===== config.mk =====
export PLATFORM = sky130hd
export DESIGN_NAME = eas_exception_unit
export DESIGN_NICKNAME = d
export VERILOG_FILES = /design/src/eas_pkg.sv /design/src/eas_gate_if.sv /design/src/eas_accept_gate.sv /design/src/eas_exception_unit.sv
export SDC_FILE = /design/constraint.sdc
export NUM_CORES = 1
export LEC_CHECK = 0
export BUFFER_PORTS_ARGS = -buffer_cell sky130_fd_sc_hd__buf_2
export CORE_AREA = 2 2 164 166
export CTS_BUF_LIST = sky130_fd_sc_hd__clkbuf_2
export DETAILED_ROUTE_END_ITERATION = 16
export DIE_AREA = 0 0 166 168
export PLACE_DENSITY = 0.72
export SLEW_MARGIN = 20
export SYNTH_ARGS = -nofsm -noshare
export SYNTH_HDL_FRONTEND = slang
export SYNTH_SLANG_ARGS = --single-unit

===== constraint.sdc =====
create_clock -name ref_clk_in -period 2.55 [get_ports ref_clk_in]
set_input_delay 0.6375 -clock ref_clk_in [delete_from_list [all_inputs] [get_ports ref_clk_in]]
set_output_delay 0.6375 -clock ref_clk_in [all_outputs]
set_load 0.01 [all_outputs]

===== src/eas_pkg.sv =====
// Constants for exception acceptance and stacking.
// Assumes a 32-bit address space and 16-bit instruction codes.
package eas_pkg;
    localparam int          ADDR_W        = 32;
    localparam int          OP_W          = 16;
    localparam logic [31:0] STACK_STEP    = 32'h0000_0004;
    localparam logic [31:0] VEC_ENTRY     = 32'h0000_0004;
    localparam logic [1:0]  ALIGN_MASK    = 2'h3;
    localparam logic [31:0] RESET_WORD    = 32'h0000_0000;
    localparam logic [7:0]  ADDR_ERR_VEC  = 8'h09;
    localparam int          SHORT_LOOP    = 3;
    localparam logic [7:0]  MIN_LOOP_LEN  = 8'h04;
    localparam logic [7:0]  TAIL_LAST     = 8'h03;
    localparam logic [7:0]  ADDR_ONLY_POS = 8'h04;
    // Exception kinds
    localparam logic [2:0]  KIND_ADDR_ERR = 3'h0;
    localparam logic [2:0]  KIND_IRQ      = 3'h1;
    localparam logic [2:0]  KIND_TRAP     = 3'h2;
    localparam logic [2:0]  KIND_ILLEGAL  = 3'h3;
    localparam logic [2:0]  KIND_SLOT     = 3'h4;
    typedef enum logic [5:0] {
        EAS_IDLE      = 6'h01,
        EAS_PUSH_STAT = 6'h02,
        EAS_PUSH_PC   = 6'h04,
        EAS_VEC_READ  = 6'h08,
        EAS_JUMP      = 6'h10,
        EAS_DONE      = 6'h20
    } eas_state_t;
endpackage


===== src/eas_gate_if.sv =====
`timescale 1ns/100ps
// Carries the decoded instruction's acceptance decision.
// Assumes the decoder presents one classified instruction per strobe.
interface eas_gate_if;
    logic decode_valid;
    logic is_delayed_branch;
    logic is_int_disabled;
    logic [7:0] loop_len;
    logic [7:0] loop_pos_from_end;
    logic in_loop;
    logic block_addr_err;
    logic block_irq;
    modport gate (
        input  decode_valid, is_delayed_branch, is_int_disabled,
        input  loop_len, loop_pos_from_end, in_loop,
        output block_addr_err, block_irq
    );
    modport core (
        output decode_valid, is_delayed_branch, is_int_disabled,
        output loop_len, loop_pos_from_end, in_loop,
        input  block_addr_err, block_irq
    );
endinterface


===== src/eas_accept_gate.sv =====
`timescale 1ns/100ps
// Acceptance gate: decides per decoded instruction what may be taken.
// Assumes one classified instruction per decode strobe.
module eas_accept_gate (
    // Clock and reset
    input  wire logic ref_clk_in,
    input  wire logic sys_rst_in,
    input  wire logic clk_en_in,
    // Decode side
    eas_gate_if.gate  gate_io
);
    logic next_block_ae;
    logic next_block_irq;

    // Class of this decode guards the decode that follows it
    always_comb begin
        next_block_ae  = 1'b0;
        next_block_irq = 1'b0;
        if (gate_io.is_delayed_branch) begin
            next_block_ae  = 1'b1;
            next_block_irq = 1'b1;
        end
        if (gate_io.is_int_disabled) begin
            next_block_irq = 1'b1;
        end
        if (gate_io.in_loop) begin
            if (gate_io.loop_len < eas_pkg::MIN_LOOP_LEN) begin
                next_block_ae  = 1'b1;
                next_block_irq = 1'b1;
            end else if (gate_io.loop_pos_from_end == gate_io.loop_len ||
                         gate_io.loop_pos_from_end <= eas_pkg::TAIL_LAST)
            begin
                next_block_ae  = 1'b1;
                next_block_irq = 1'b1;
            end else if (gate_io.loop_pos_from_end ==
                         eas_pkg::ADDR_ONLY_POS) begin
                next_block_irq = 1'b1;
            end
        end
    end

    // Decision sampled once per decoded instruction
    always_ff @(posedge ref_clk_in) begin
        if (sys_rst_in) begin
            gate_io.block_addr_err <= 1'b1;
            gate_io.block_irq      <= 1'b1;
        end else if (clk_en_in && gate_io.decode_valid) begin
            gate_io.block_addr_err <= next_block_ae;
            gate_io.block_irq      <= next_block_irq;
        end
    end
endmodule


===== src/eas_exception_unit.sv =====
`timescale 1ns/100ps
// Exception acceptance and stacking sequencer for the CPU core.
// Assumes a single-cycle write/read bus with a one-cycle read strobe.

module eas_exception_unit #(
    parameter int ADDR_W = eas_pkg::ADDR_W
) (
    // Clock, reset, enable
    input  wire logic              ref_clk_in,
    input  wire logic              sys_rst_in,
    input  wire logic              clk_en_in,
    // Decoded instruction
    input  wire logic              decode_valid_in,
    input  wire logic [15:0]       decode_op_in,
    input  wire logic              in_loop_in,
    input  wire logic [7:0]        loop_len_in,
    input  wire logic [7:0]        loop_pos_from_end_in,
    input  wire logic [ADDR_W-1:0] decode_pc_in,
    input  wire logic [ADDR_W-1:0] next_pc_in,
    input  wire logic [ADDR_W-1:0] branch_target_in,
    // Exception sources
    input  wire logic              addr_err_req_in,
    input  wire logic              irq_req_in,
    input  wire logic [7:0]        irq_vector_in,
    input  wire logic              trap_req_in,
    input  wire logic [7:0]        trap_vector_in,
    input  wire logic              illegal_req_in,
    input  wire logic              slot_illegal_req_in,
    input  wire logic [7:0]        instr_vector_in,
    // Core state
    input  wire logic [31:0]       saved_status_word_in,
    input  wire logic [ADDR_W-1:0] stack_top_pointer_in,
    input  wire logic [ADDR_W-1:0] vector_table_base_in,
    // Memory port
    output logic                   mem_wr_out,
    output logic                   mem_rd_out,
    output logic [ADDR_W-1:0]      mem_addr_out,
    output logic [31:0]            mem_wdata_out,
    input  wire logic [31:0]       mem_rdata_in,
    // Core updates
    output logic                   busy_out,
    output logic                   sp_load_out,
    output logic [ADDR_W-1:0]      sp_value_out,
    output logic                   pc_load_out,
    output logic [ADDR_W-1:0]      pc_value_out,
    output logic                   irq_ack_out,
    output logic [2:0]             kind_out
);
    initial begin
        if (ADDR_W != 32) begin
            $error("eas_exception_unit supports a 32-bit address only");
        end
    end

    eas_gate_if gate_bus ();

    logic is_delayed;
    logic is_int_dis;
    logic [15:0] op;

    assign op = decode_op_in;

    // Delayed branch class
    always_comb begin
        is_delayed = 1'b0;
        if (op[15:12] == 4'hA || op[15:12] == 4'hB) begin
            is_delayed = 1'b1;
        end
        if (op[15:8] == 8'h8D || op[15:8] == 8'h8F) begin
            is_delayed = 1'b1;
        end
        if (op[15:12] == 4'h4 && (op[7:0] == 8'h2B || op[7:0] == 8'h0B)) begin
            is_delayed = 1'b1;
        end
        if (op[15:12] == 4'h0 && (op[7:0] == 8'h23 || op[7:0] == 8'h03)) begin
            is_delayed = 1'b1;
        end
        if (op == 16'h000B || op == 16'h002B) begin
            is_delayed = 1'b1;
        end
    end

    // Control and system register loads and stores
    always_comb begin
        is_int_dis = 1'b0;
        if (op[15:12] == 4'h4 && op[3:0] inside {4'hE, 4'h7, 4'hA, 4'h6}) begin
            is_int_dis = 1'b1;
        end
        if (op[15:12] == 4'h4 && op[3:0] inside {4'h3, 4'h2}) begin
            is_int_dis = 1'b1;
        end
        if (op[15:12] == 4'h0 && op[3:0] inside {4'h2, 4'hA}) begin
            is_int_dis = 1'b1;
        end
    end

    assign gate_bus.decode_valid      = decode_valid_in;
    assign gate_bus.is_delayed_branch = is_delayed;
    assign gate_bus.is_int_disabled   = is_int_dis;
    assign gate_bus.in_loop           = in_loop_in;
    assign gate_bus.loop_len          = loop_len_in;
    assign gate_bus.loop_pos_from_end = loop_pos_from_end_in;

    eas_accept_gate u_gate (
        .ref_clk_in (ref_clk_in),
        .sys_rst_in (sys_rst_in),
        .clk_en_in  (clk_en_in),
        .gate_io    (gate_bus.gate)
    );

    eas_pkg::eas_state_t state;
    logic              pend_ae;
    logic              pend_irq;
    logic              defer_ae;
    logic              suppress_ae;
    logic [2:0]        kind;
    logic [7:0]        vec_num;
    logic [ADDR_W-1:0] save_pc;
    logic [ADDR_W-1:0] sp;
    logic              stack_fault;
    logic              take_ae;
    logic              take_irq;
    logic              take_instr;
    logic              slot_ok;
    logic              misaligned_sp;
    logic [ADDR_W-1:0] vec_addr;

    assign slot_ok = decode_valid_in && !is_delayed;
    assign take_instr = (state == eas_pkg::EAS_IDLE) && decode_valid_in &&
                        (trap_req_in || illegal_req_in ||
                         slot_illegal_req_in);
    assign take_ae  = (state == eas_pkg::EAS_IDLE) && slot_ok && !take_instr &&
                      (pend_ae || defer_ae) &&
                      !gate_bus.block_addr_err;
    assign take_irq = (state == eas_pkg::EAS_IDLE) && slot_ok && !take_instr &&
                      !take_ae && pend_irq && !gate_bus.block_irq;
    assign misaligned_sp = |(stack_top_pointer_in[1:0] & eas_pkg::ALIGN_MASK);
    assign vec_addr = vector_table_base_in +
                      {22'h000000, vec_num, 2'h0};

    // Pending flags; a new request wins over the clear
    always_ff @(posedge ref_clk_in) begin
        if (sys_rst_in) begin
            pend_ae  <= 1'b0;
            pend_irq <= 1'b0;
        end else if (clk_en_in) begin
            pend_ae  <= addr_err_req_in | (pend_ae & ~take_ae);
            pend_irq <= irq_req_in | (pend_irq & ~take_irq);
        end
    end

    // Sequencer
    always_ff @(posedge ref_clk_in) begin
        if (sys_rst_in) begin
            state       <= eas_pkg::EAS_IDLE;
            kind        <= eas_pkg::KIND_ADDR_ERR;
            vec_num     <= 8'h00;
            save_pc     <= eas_pkg::RESET_WORD;
            sp          <= eas_pkg::RESET_WORD;
            stack_fault <= 1'b0;
            defer_ae    <= 1'b0;
            suppress_ae <= 1'b0;
        end else if (clk_en_in) begin
            case (state)
                eas_pkg::EAS_IDLE: begin
                    stack_fault <= 1'b0;
                    sp <= stack_top_pointer_in;
                    if (take_instr) begin
                        state <= eas_pkg::EAS_PUSH_STAT;
                        suppress_ae <= 1'b0;
                        vec_num <= trap_req_in ? trap_vector_in
                                               : instr_vector_in;
                        if (slot_illegal_req_in) begin
                            kind    <= eas_pkg::KIND_SLOT;
                            save_pc <= branch_target_in;
                        end else if (trap_req_in) begin
                            kind    <= eas_pkg::KIND_TRAP;
                            save_pc <= next_pc_in;
                        end else begin
                            kind    <= eas_pkg::KIND_ILLEGAL;
                            save_pc <= decode_pc_in;
                        end
                    end else if (take_ae) begin
                        state       <= eas_pkg::EAS_PUSH_STAT;
                        kind        <= eas_pkg::KIND_ADDR_ERR;
                        vec_num     <= eas_pkg::ADDR_ERR_VEC;
                        save_pc     <= decode_pc_in;
                        suppress_ae <= defer_ae;
                        defer_ae    <= 1'b0;
                    end else if (take_irq) begin
                        state       <= eas_pkg::EAS_PUSH_STAT;
                        kind        <= eas_pkg::KIND_IRQ;
                        vec_num     <= irq_vector_in;
                        save_pc     <= decode_pc_in;
                        suppress_ae <= 1'b0;
                    end
                end
                eas_pkg::EAS_PUSH_STAT: begin
                    sp <= sp - eas_pkg::STACK_STEP;
                    if (|(sp[1:0] & eas_pkg::ALIGN_MASK)) begin
                        stack_fault <= 1'b1;
                    end
                    state <= eas_pkg::EAS_PUSH_PC;
                end
                eas_pkg::EAS_PUSH_PC: begin
                    sp    <= sp - eas_pkg::STACK_STEP;
                    state <= eas_pkg::EAS_VEC_READ;
                end
                eas_pkg::EAS_VEC_READ: begin
                    if (|(vector_table_base_in[1:0] & eas_pkg::ALIGN_MASK))
                    begin
                        stack_fault <= 1'b1;
                    end
                    state <= eas_pkg::EAS_JUMP;
                end
                eas_pkg::EAS_JUMP: begin
                    state <= eas_pkg::EAS_DONE;
                end
                eas_pkg::EAS_DONE: begin
                    if (stack_fault && !suppress_ae) begin
                        defer_ae <= 1'b1;
                    end
                    suppress_ae <= 1'b0;
                    state <= eas_pkg::EAS_IDLE;
                end
                default: begin
                    state <= eas_pkg::EAS_IDLE;
                end
            endcase
        end
    end

    // Memory and core outputs, all registered
    always_ff @(posedge ref_clk_in) begin
        if (sys_rst_in) begin
            mem_wr_out    <= 1'b0;
            mem_rd_out    <= 1'b0;
            mem_addr_out  <= eas_pkg::RESET_WORD;
            mem_wdata_out <= eas_pkg::RESET_WORD;
            sp_load_out   <= 1'b0;
            sp_value_out  <= eas_pkg::RESET_WORD;
            pc_load_out   <= 1'b0;
            pc_value_out  <= eas_pkg::RESET_WORD;
            irq_ack_out   <= 1'b0;
            busy_out      <= 1'b0;
            kind_out      <= eas_pkg::KIND_ADDR_ERR;
        end else if (clk_en_in) begin
            mem_wr_out  <= 1'b0;
            mem_rd_out  <= 1'b0;
            sp_load_out <= 1'b0;
            pc_load_out <= 1'b0;
            irq_ack_out <= take_irq;
            busy_out    <= (state != eas_pkg::EAS_IDLE) ||
                           take_instr || take_ae || take_irq;
            kind_out    <= kind;
            case (state)
                eas_pkg::EAS_PUSH_STAT: begin
                    mem_wr_out    <= 1'b1;
                    mem_addr_out  <= sp - eas_pkg::STACK_STEP;
                    mem_wdata_out <= saved_status_word_in;
                end
                eas_pkg::EAS_PUSH_PC: begin
                    mem_wr_out    <= 1'b1;
                    mem_addr_out  <= sp - eas_pkg::STACK_STEP;
                    mem_wdata_out <= save_pc;
                    sp_load_out   <= 1'b1;
                    sp_value_out  <= sp - eas_pkg::STACK_STEP;
                end
                eas_pkg::EAS_VEC_READ: begin
                    mem_rd_out   <= 1'b1;
                    mem_addr_out <= vec_addr;
                end
                eas_pkg::EAS_DONE: begin
                    pc_load_out  <= 1'b1;
                    pc_value_out <= mem_rdata_in;
                end
                default: begin
                    mem_wr_out <= 1'b0;
                end
            endcase
        end
    end

    logic unused_ok;
    assign unused_ok = misaligned_sp;
endmodule


Word-level counts from Yosys, hierarchy flattened
Cells that the tools add are included.

storage, ports and cells
  output and inout bits = 137
  register bits = 225

cells by class
  magnitude comparators = 2
  reduce and logical (&&, ||, !) cells = 58
  mux-type cells = 53
  equality and inequality tests = 32
  bitwise logic cells = 6
  $add $sub $neg = 2

operators with widths
  kind                                                  count
  one-hot mux 32 bit (2 select lines)                   3
  two-way mux 32 bit                                    5
  adder 32 x 10 -> 32 bit                               1
  two-way mux 8 bit                                     4
  subtractor 32 x 3 -> 32 bit, second input constant    1
  two-way mux 1 bit                                     30
  one-hot mux 6 bit (5 select lines)                    1
  two-way mux 6 bit                                     3
  logical AND 1 bit                                     17
  equality test 16 x 4 -> 1 bit, second input constant  1
  equality test 16 x 6 -> 1 bit, second input constant  1
  equality test 4 bit, second input constant            4
  equality test 8 x 6 -> 1 bit, second input constant   2
  equality test 8 bit, second input constant            2
  equality test 4 x 3 -> 1 bit, second input constant   3
  logical OR 1 bit                                      12
  two-way mux 3 bit                                     4
  AND reduction 2 bit                                   6
  nonzero test 2 bit                                    6
  inequality test 2 bit, second input constant          5
  equality test 4 x 2 -> 1 bit, second input constant   2
  equality test 8 x 2 -> 1 bit, second input constant   1
  equality test 8 x 3 -> 1 bit, second input constant   1
  equality test 8 x 4 -> 1 bit, second input constant   1
  24 further kinds                                      37

Depth between registers and ports, before layout
  word-level depth = 21
  gate-level depth with buffers = 9

Cells and area by module
Synthesis repeated with hierarchy kept, for this count alone.

second synthesis, totals
  cell total of the unflattened synthesis = 1,410
  area, all modules = 11,217.0 um^2

by module, submodules not included
  module              cells an instance  instances  area each (um^2)
  eas_exception_unit  1,381              1          10,993.0
  eas_accept_gate     29                 1          224.0

Worst setup path before layout
No wires, ideal clock.

  path type = input-to-reg
  from = input vector_table_base_in[2]
  to = register mem_addr_out[24]
  path slack = -0.025 ns
  data required time = 2.455 ns
  setup time = 0.095 ns
  stages on the path = 9
  data arrival time = 2.480 ns
  cells stage by stage = ha_1 -> inv_1 -> fa_1 -> nand2b_1 -> a211oi_1 -> o21a_1 -> nand4_1 -> xor2_1 -> a221oi_1

between the ends
  word-level cells in the longest chain between the ends = 2

RTL lines
  item                                 line                       source
  start, declared                      eas_exception_unit.sv:33   input wire logic [ADDR_W-1:0] vector_table_base_in,
  adder 32 x 10 -> 32 bit              eas_exception_unit.sv:138  assign vec_addr = vector_table_base_in +
  one-hot mux 32 bit (2 select lines)  eas_exception_unit.sv:256  case (state)
  end signal, assigned                 eas_exception_unit.sv:259  mem_addr_out <= sp - eas_pkg::STACK_STEP;
  end signal, assigned                 eas_exception_unit.sv:264  mem_addr_out <= sp - eas_pkg::STACK_STEP;
  end signal, assigned                 eas_exception_unit.sv:271  mem_addr_out <= vec_addr;
  end, declared                        eas_exception_unit.sv:37   output logic [ADDR_W-1:0] mem_addr_out,

No other way between the ends.
A chain may end at the register's enable or synchronous reset.

Worst setup path in the final report
  from = register sp[2]
  to = register sp_value_out[28]

between the ends
  word-level cells in the longest chain between the ends = 1

RTL lines
  item                         line                       source
  start, declared              eas_exception_unit.sv:119  logic [ADDR_W-1:0] sp;
  start signal, assigned       eas_exception_unit.sv:159  sp <= eas_pkg::RESET_WORD;
  start signal, assigned       eas_exception_unit.sv:167  sp <= stack_top_pointer_in;
  start signal, assigned       eas_exception_unit.sv:199  sp <= sp - eas_pkg::STACK_STEP;
  subtractor 32 x 3 -> 32 bit  eas_exception_unit.sv:267  sp_value_out <= sp - eas_pkg::STACK_STEP;
  end signal, assigned         eas_exception_unit.sv:241  sp_value_out <= eas_pkg::RESET_WORD;
  end signal, assigned         eas_exception_unit.sv:267
  end, declared                eas_exception_unit.sv:43   output logic [ADDR_W-1:0] sp_value_out,

No other way between the ends.

==> metrics <==
largest cells by area after synthesis=dfxtp_1 40%, a211oi_1 7.0%, nor2_1 5.7%; Worst Path Max Fanout=6; Port Buffer Count=~430; H-tree Lvls=2; first-pass GRT wire length=63,500 microns; Post-Synth Adder-Cell Area=about 1.2%; worst setup margin=-0.000240 ns; # IOs=427; placed inst area=between 0.01 and 0.015 sq mm; Worst Tran Pin Value=between 0.6 and 0.7 ns; fmax=0.392 GHz; part of the cycle the worst path needs=100%; CP Launch Type=flip-flop; most common cell after layout, fill and taps aside=buf_2; post-detail-place hpwl=~31,000 microns; Max-Cap Viols=0; Clock Path Buffers=3; Seq/Total Area, Yosys=between 40% and 50%; root buf cell=clkbuf_2; RSZ-0062 raised after global routing=true; run status=finished with violations; Synthesized Nets=~1,700; combinational family with the most area after synthesis=compound AO/OA/AOI/OAI gates; Final #Nets=about 2,100; Static Leak=around 0.0066 uW; Yosys cell types=75; gr usage total=between 20% and 30%; Die Ht=between 150 and 200 microns; Initial Util=around 43%; clock slew at reported path FFs=~0.10 ns; Final min period=between 2 and 3 ns; failing checks=negative setup slack; Clock Skews=~0.11 ns; syn_area_per_cell=between 8 and 9 sq um; setup TNS=-0.000240 ns; Sink Count=roughly 230; Die Area=about 0.028 sq mm; number of buffers created by CTS=between 50 and 60; worst skew pair latency=a little over 0.9 ns; Post-Synth XOR/XNOR Area=under 10%; WL final=between 40,000 and 50,000 microns; CTS tree=done; EDFF count, synth=0; via count=approximately 13,000; Worst setup EP type=flip-flop; fin area=roughly 0.015 sq mm; WP data required=about 3.3 ns; reg2reg start=sp[2]; num rows=60; layout cells sized above 1=32.0%; Synth-to-Final Area Change=33.8%; hold path startpoint=irq_vector_in[2]; DRC viols=0; cell taking the most area after synthesis=dfxtp_1; Final Setup Violations=1; antenna-violating nets left=0; Post-synth ARST share=0%; Worst slew margin=between 50 and 60%; Die X=about 170 microns; initial drt markers=1,426; Peak VDD IR=a little over 0.0003 V; Routed wire per std cell=around 19 microns; Synth Area in Compound Gates=roughly a quarter; drt first pass iters=8; Placeable Area=roughly 0.026 sq mm; GR Overflow Total=0; ys flop type=dfxtp_1; Hold Vio Cnt, Final=0; vias in the first global route=between 10,000 and 15,000; RePlAce Congestion=between 0.8 and 0.9; commonest non-fill, non-tap cells in the layout=424 x buf_2, 225 x dfxtp_1, 167 x nor2_1, 142 x nand2_1, 120 x a21oi_1; Setup crit start=sp[2]; pwr/cell area=528 mW/mm^2; Ys Warns=0; Cells after Synth=approximately 1,400; fill cell total of the finished layout=around 2,500; Slew Viols, Final=0; Synth Area in Simple Gates=between 10% and 20%; mapped cell area=0.0112 sq mm; final core utilization=57.0%; initial antenna violation count=10; Via density=around 5.7; worst min-delay path category=in2reg; largest net degree at the start of global routing=90; post-synthesis mux area share=~4.6%; WS Path Type=reg2reg; post-synth top area share=about 40%; Yosys reg bits=225; crit path DAT=3.26 ns
==> routing by layer <==
metal  part of all wire, %  vias to the layer above  GRT usage (%)
met5                     0                        -              0
met4                   4.2                        0           13.4
met3                    10                      117           7.29
met2                    46                      696           46.4
met1                    39                     5823           35.1
li1                      -                     6015              -
==> worst paths after layout <==
check / to / slack [ns] / depth (start not counted)
hold reg to reg: mem_addr_out[3] / 0.46 / 2
hold / removal: vec_num[2] / 0.08 / 3
setup reg to reg: sp_value_out[28] / -0.0002 / 8
setup / recovery: sp_value_out[28] / -0.0002 / 8
==> flip-flops by register name, indices dropped and copies added, names as in the netlist, 3 cells and up <==
name / cells
sp: 32
sp_value_out: 32
kind_out: 3
mem_addr_out: 32
vec_num: 8
kind: 3
mem_wdata_out: 32
pc_value_out: 32
save_pc: 32
state: 6
==> cell type report <==
| cell class | count | area [sq um] | area share (%) |
|---|---|---|---|
| inverters | 23 | 86.3 | 0.575 |
| multi-input cells | 1003 | 6240 | 41.5 |
| well taps | 341 | 427 | 2.84 |
| flip-flops and latches | 225 | 4500 | 30.0 |
| repair buffers | 535 | 3220 | 21.4 |
| clock buffers | 75 | 375 | 2.50 |
| clock inverters | 29 | 148 | 0.983 |
| diodes | 8 | 20.0 | 0.133 |
==> worst max-delay path, stage by stage (launching register included) <==
cell and delay (ns):
dfxtp_1 0.39, inv_1 0.12, ha_1 0.27, nor2b_1 0.24, nand4_1 0.34, nor4_1 0.54
xnor2_1 0.24, mux2i_1 0.18, nor2_1 0.05
==> timing repair <==
action,4_1_cts,5_1_grt
resized for setup,0,3
endpoints found under the hold margin,52,0
hold buffers,49,0
setup buffers,0,1
endpoints found under the setup margin,0,10
==> per-stage QoR <==
stage | power (uW) | setup slack, ns | hold WS [ns] | std cells
2_1_floorplan | 4720 | 0.0262 | 0.435 | 1358
3_3_place_gp | 5360 | -0.180 | 0.438 | 2077
3_5_place_dp | 5400 | -0.202 | 0.444 | 2077
4_1_cts | 7960 | 0.0997 | 0.000115 | 2230
5_1_grt | 8340 | -0.137 | 0.0200 | 2239
6_report | 7930 | -0.000240 | 0.0760 | 2239
==> cells by family (layout without fill, tap and decap cells) <==
kind of cell             Yosys count  in the layout
other                              0              8
flip-flops                       225            225
buffers and inverters            130            662
adder cells (fa/ha/maj)           10             10
multiplexers                      52             52
AND/OR/NAND/NOR                  457            457
XOR/XNOR                          59             59
AO/OA/AOI/OAI                    425            425
==> Yosys cell counts, types with 3 or more instances <==
cell type	n
a211o_1	4
a211oi_1	105
a21o_1	8
a21oi_1	120
a221oi_1	13
a222oi_1	31
a22oi_1	7
a31oi_1	3
and2_1	4
and3_1	4
buf_1	7
buf_2	21
buf_4	3
clkbuf_1	76
dfxtp_1	225
ha_1	9
inv_1	22
mux2i_1	52
nand2_1	142
nand2b_1	8
nand3_1	31
nand3b_1	5
nand4_1	17
nand4b_1	4
nor2_1	170
nor2b_1	4
nor3_1	16
nor3b_1	5
nor4_1	14
o211ai_1	15
o21a_1	5
o21ai_0	64
o221ai_1	4
o22ai_1	10
o31ai_1	5
or2_2	6
or3_1	10
or4_1	3
xnor2_1	37
xor2_1	22
==> power breakdown <==
group | internal [uW] | switching (uW) | total (uW)
clock | 931 | 1570 | 2500
sequential | 3640 | 125 | 3770
combinational | 712 | 945 | 1660
total | 5280 | 2640 | 7930
(Power assumes the default switching activity.)
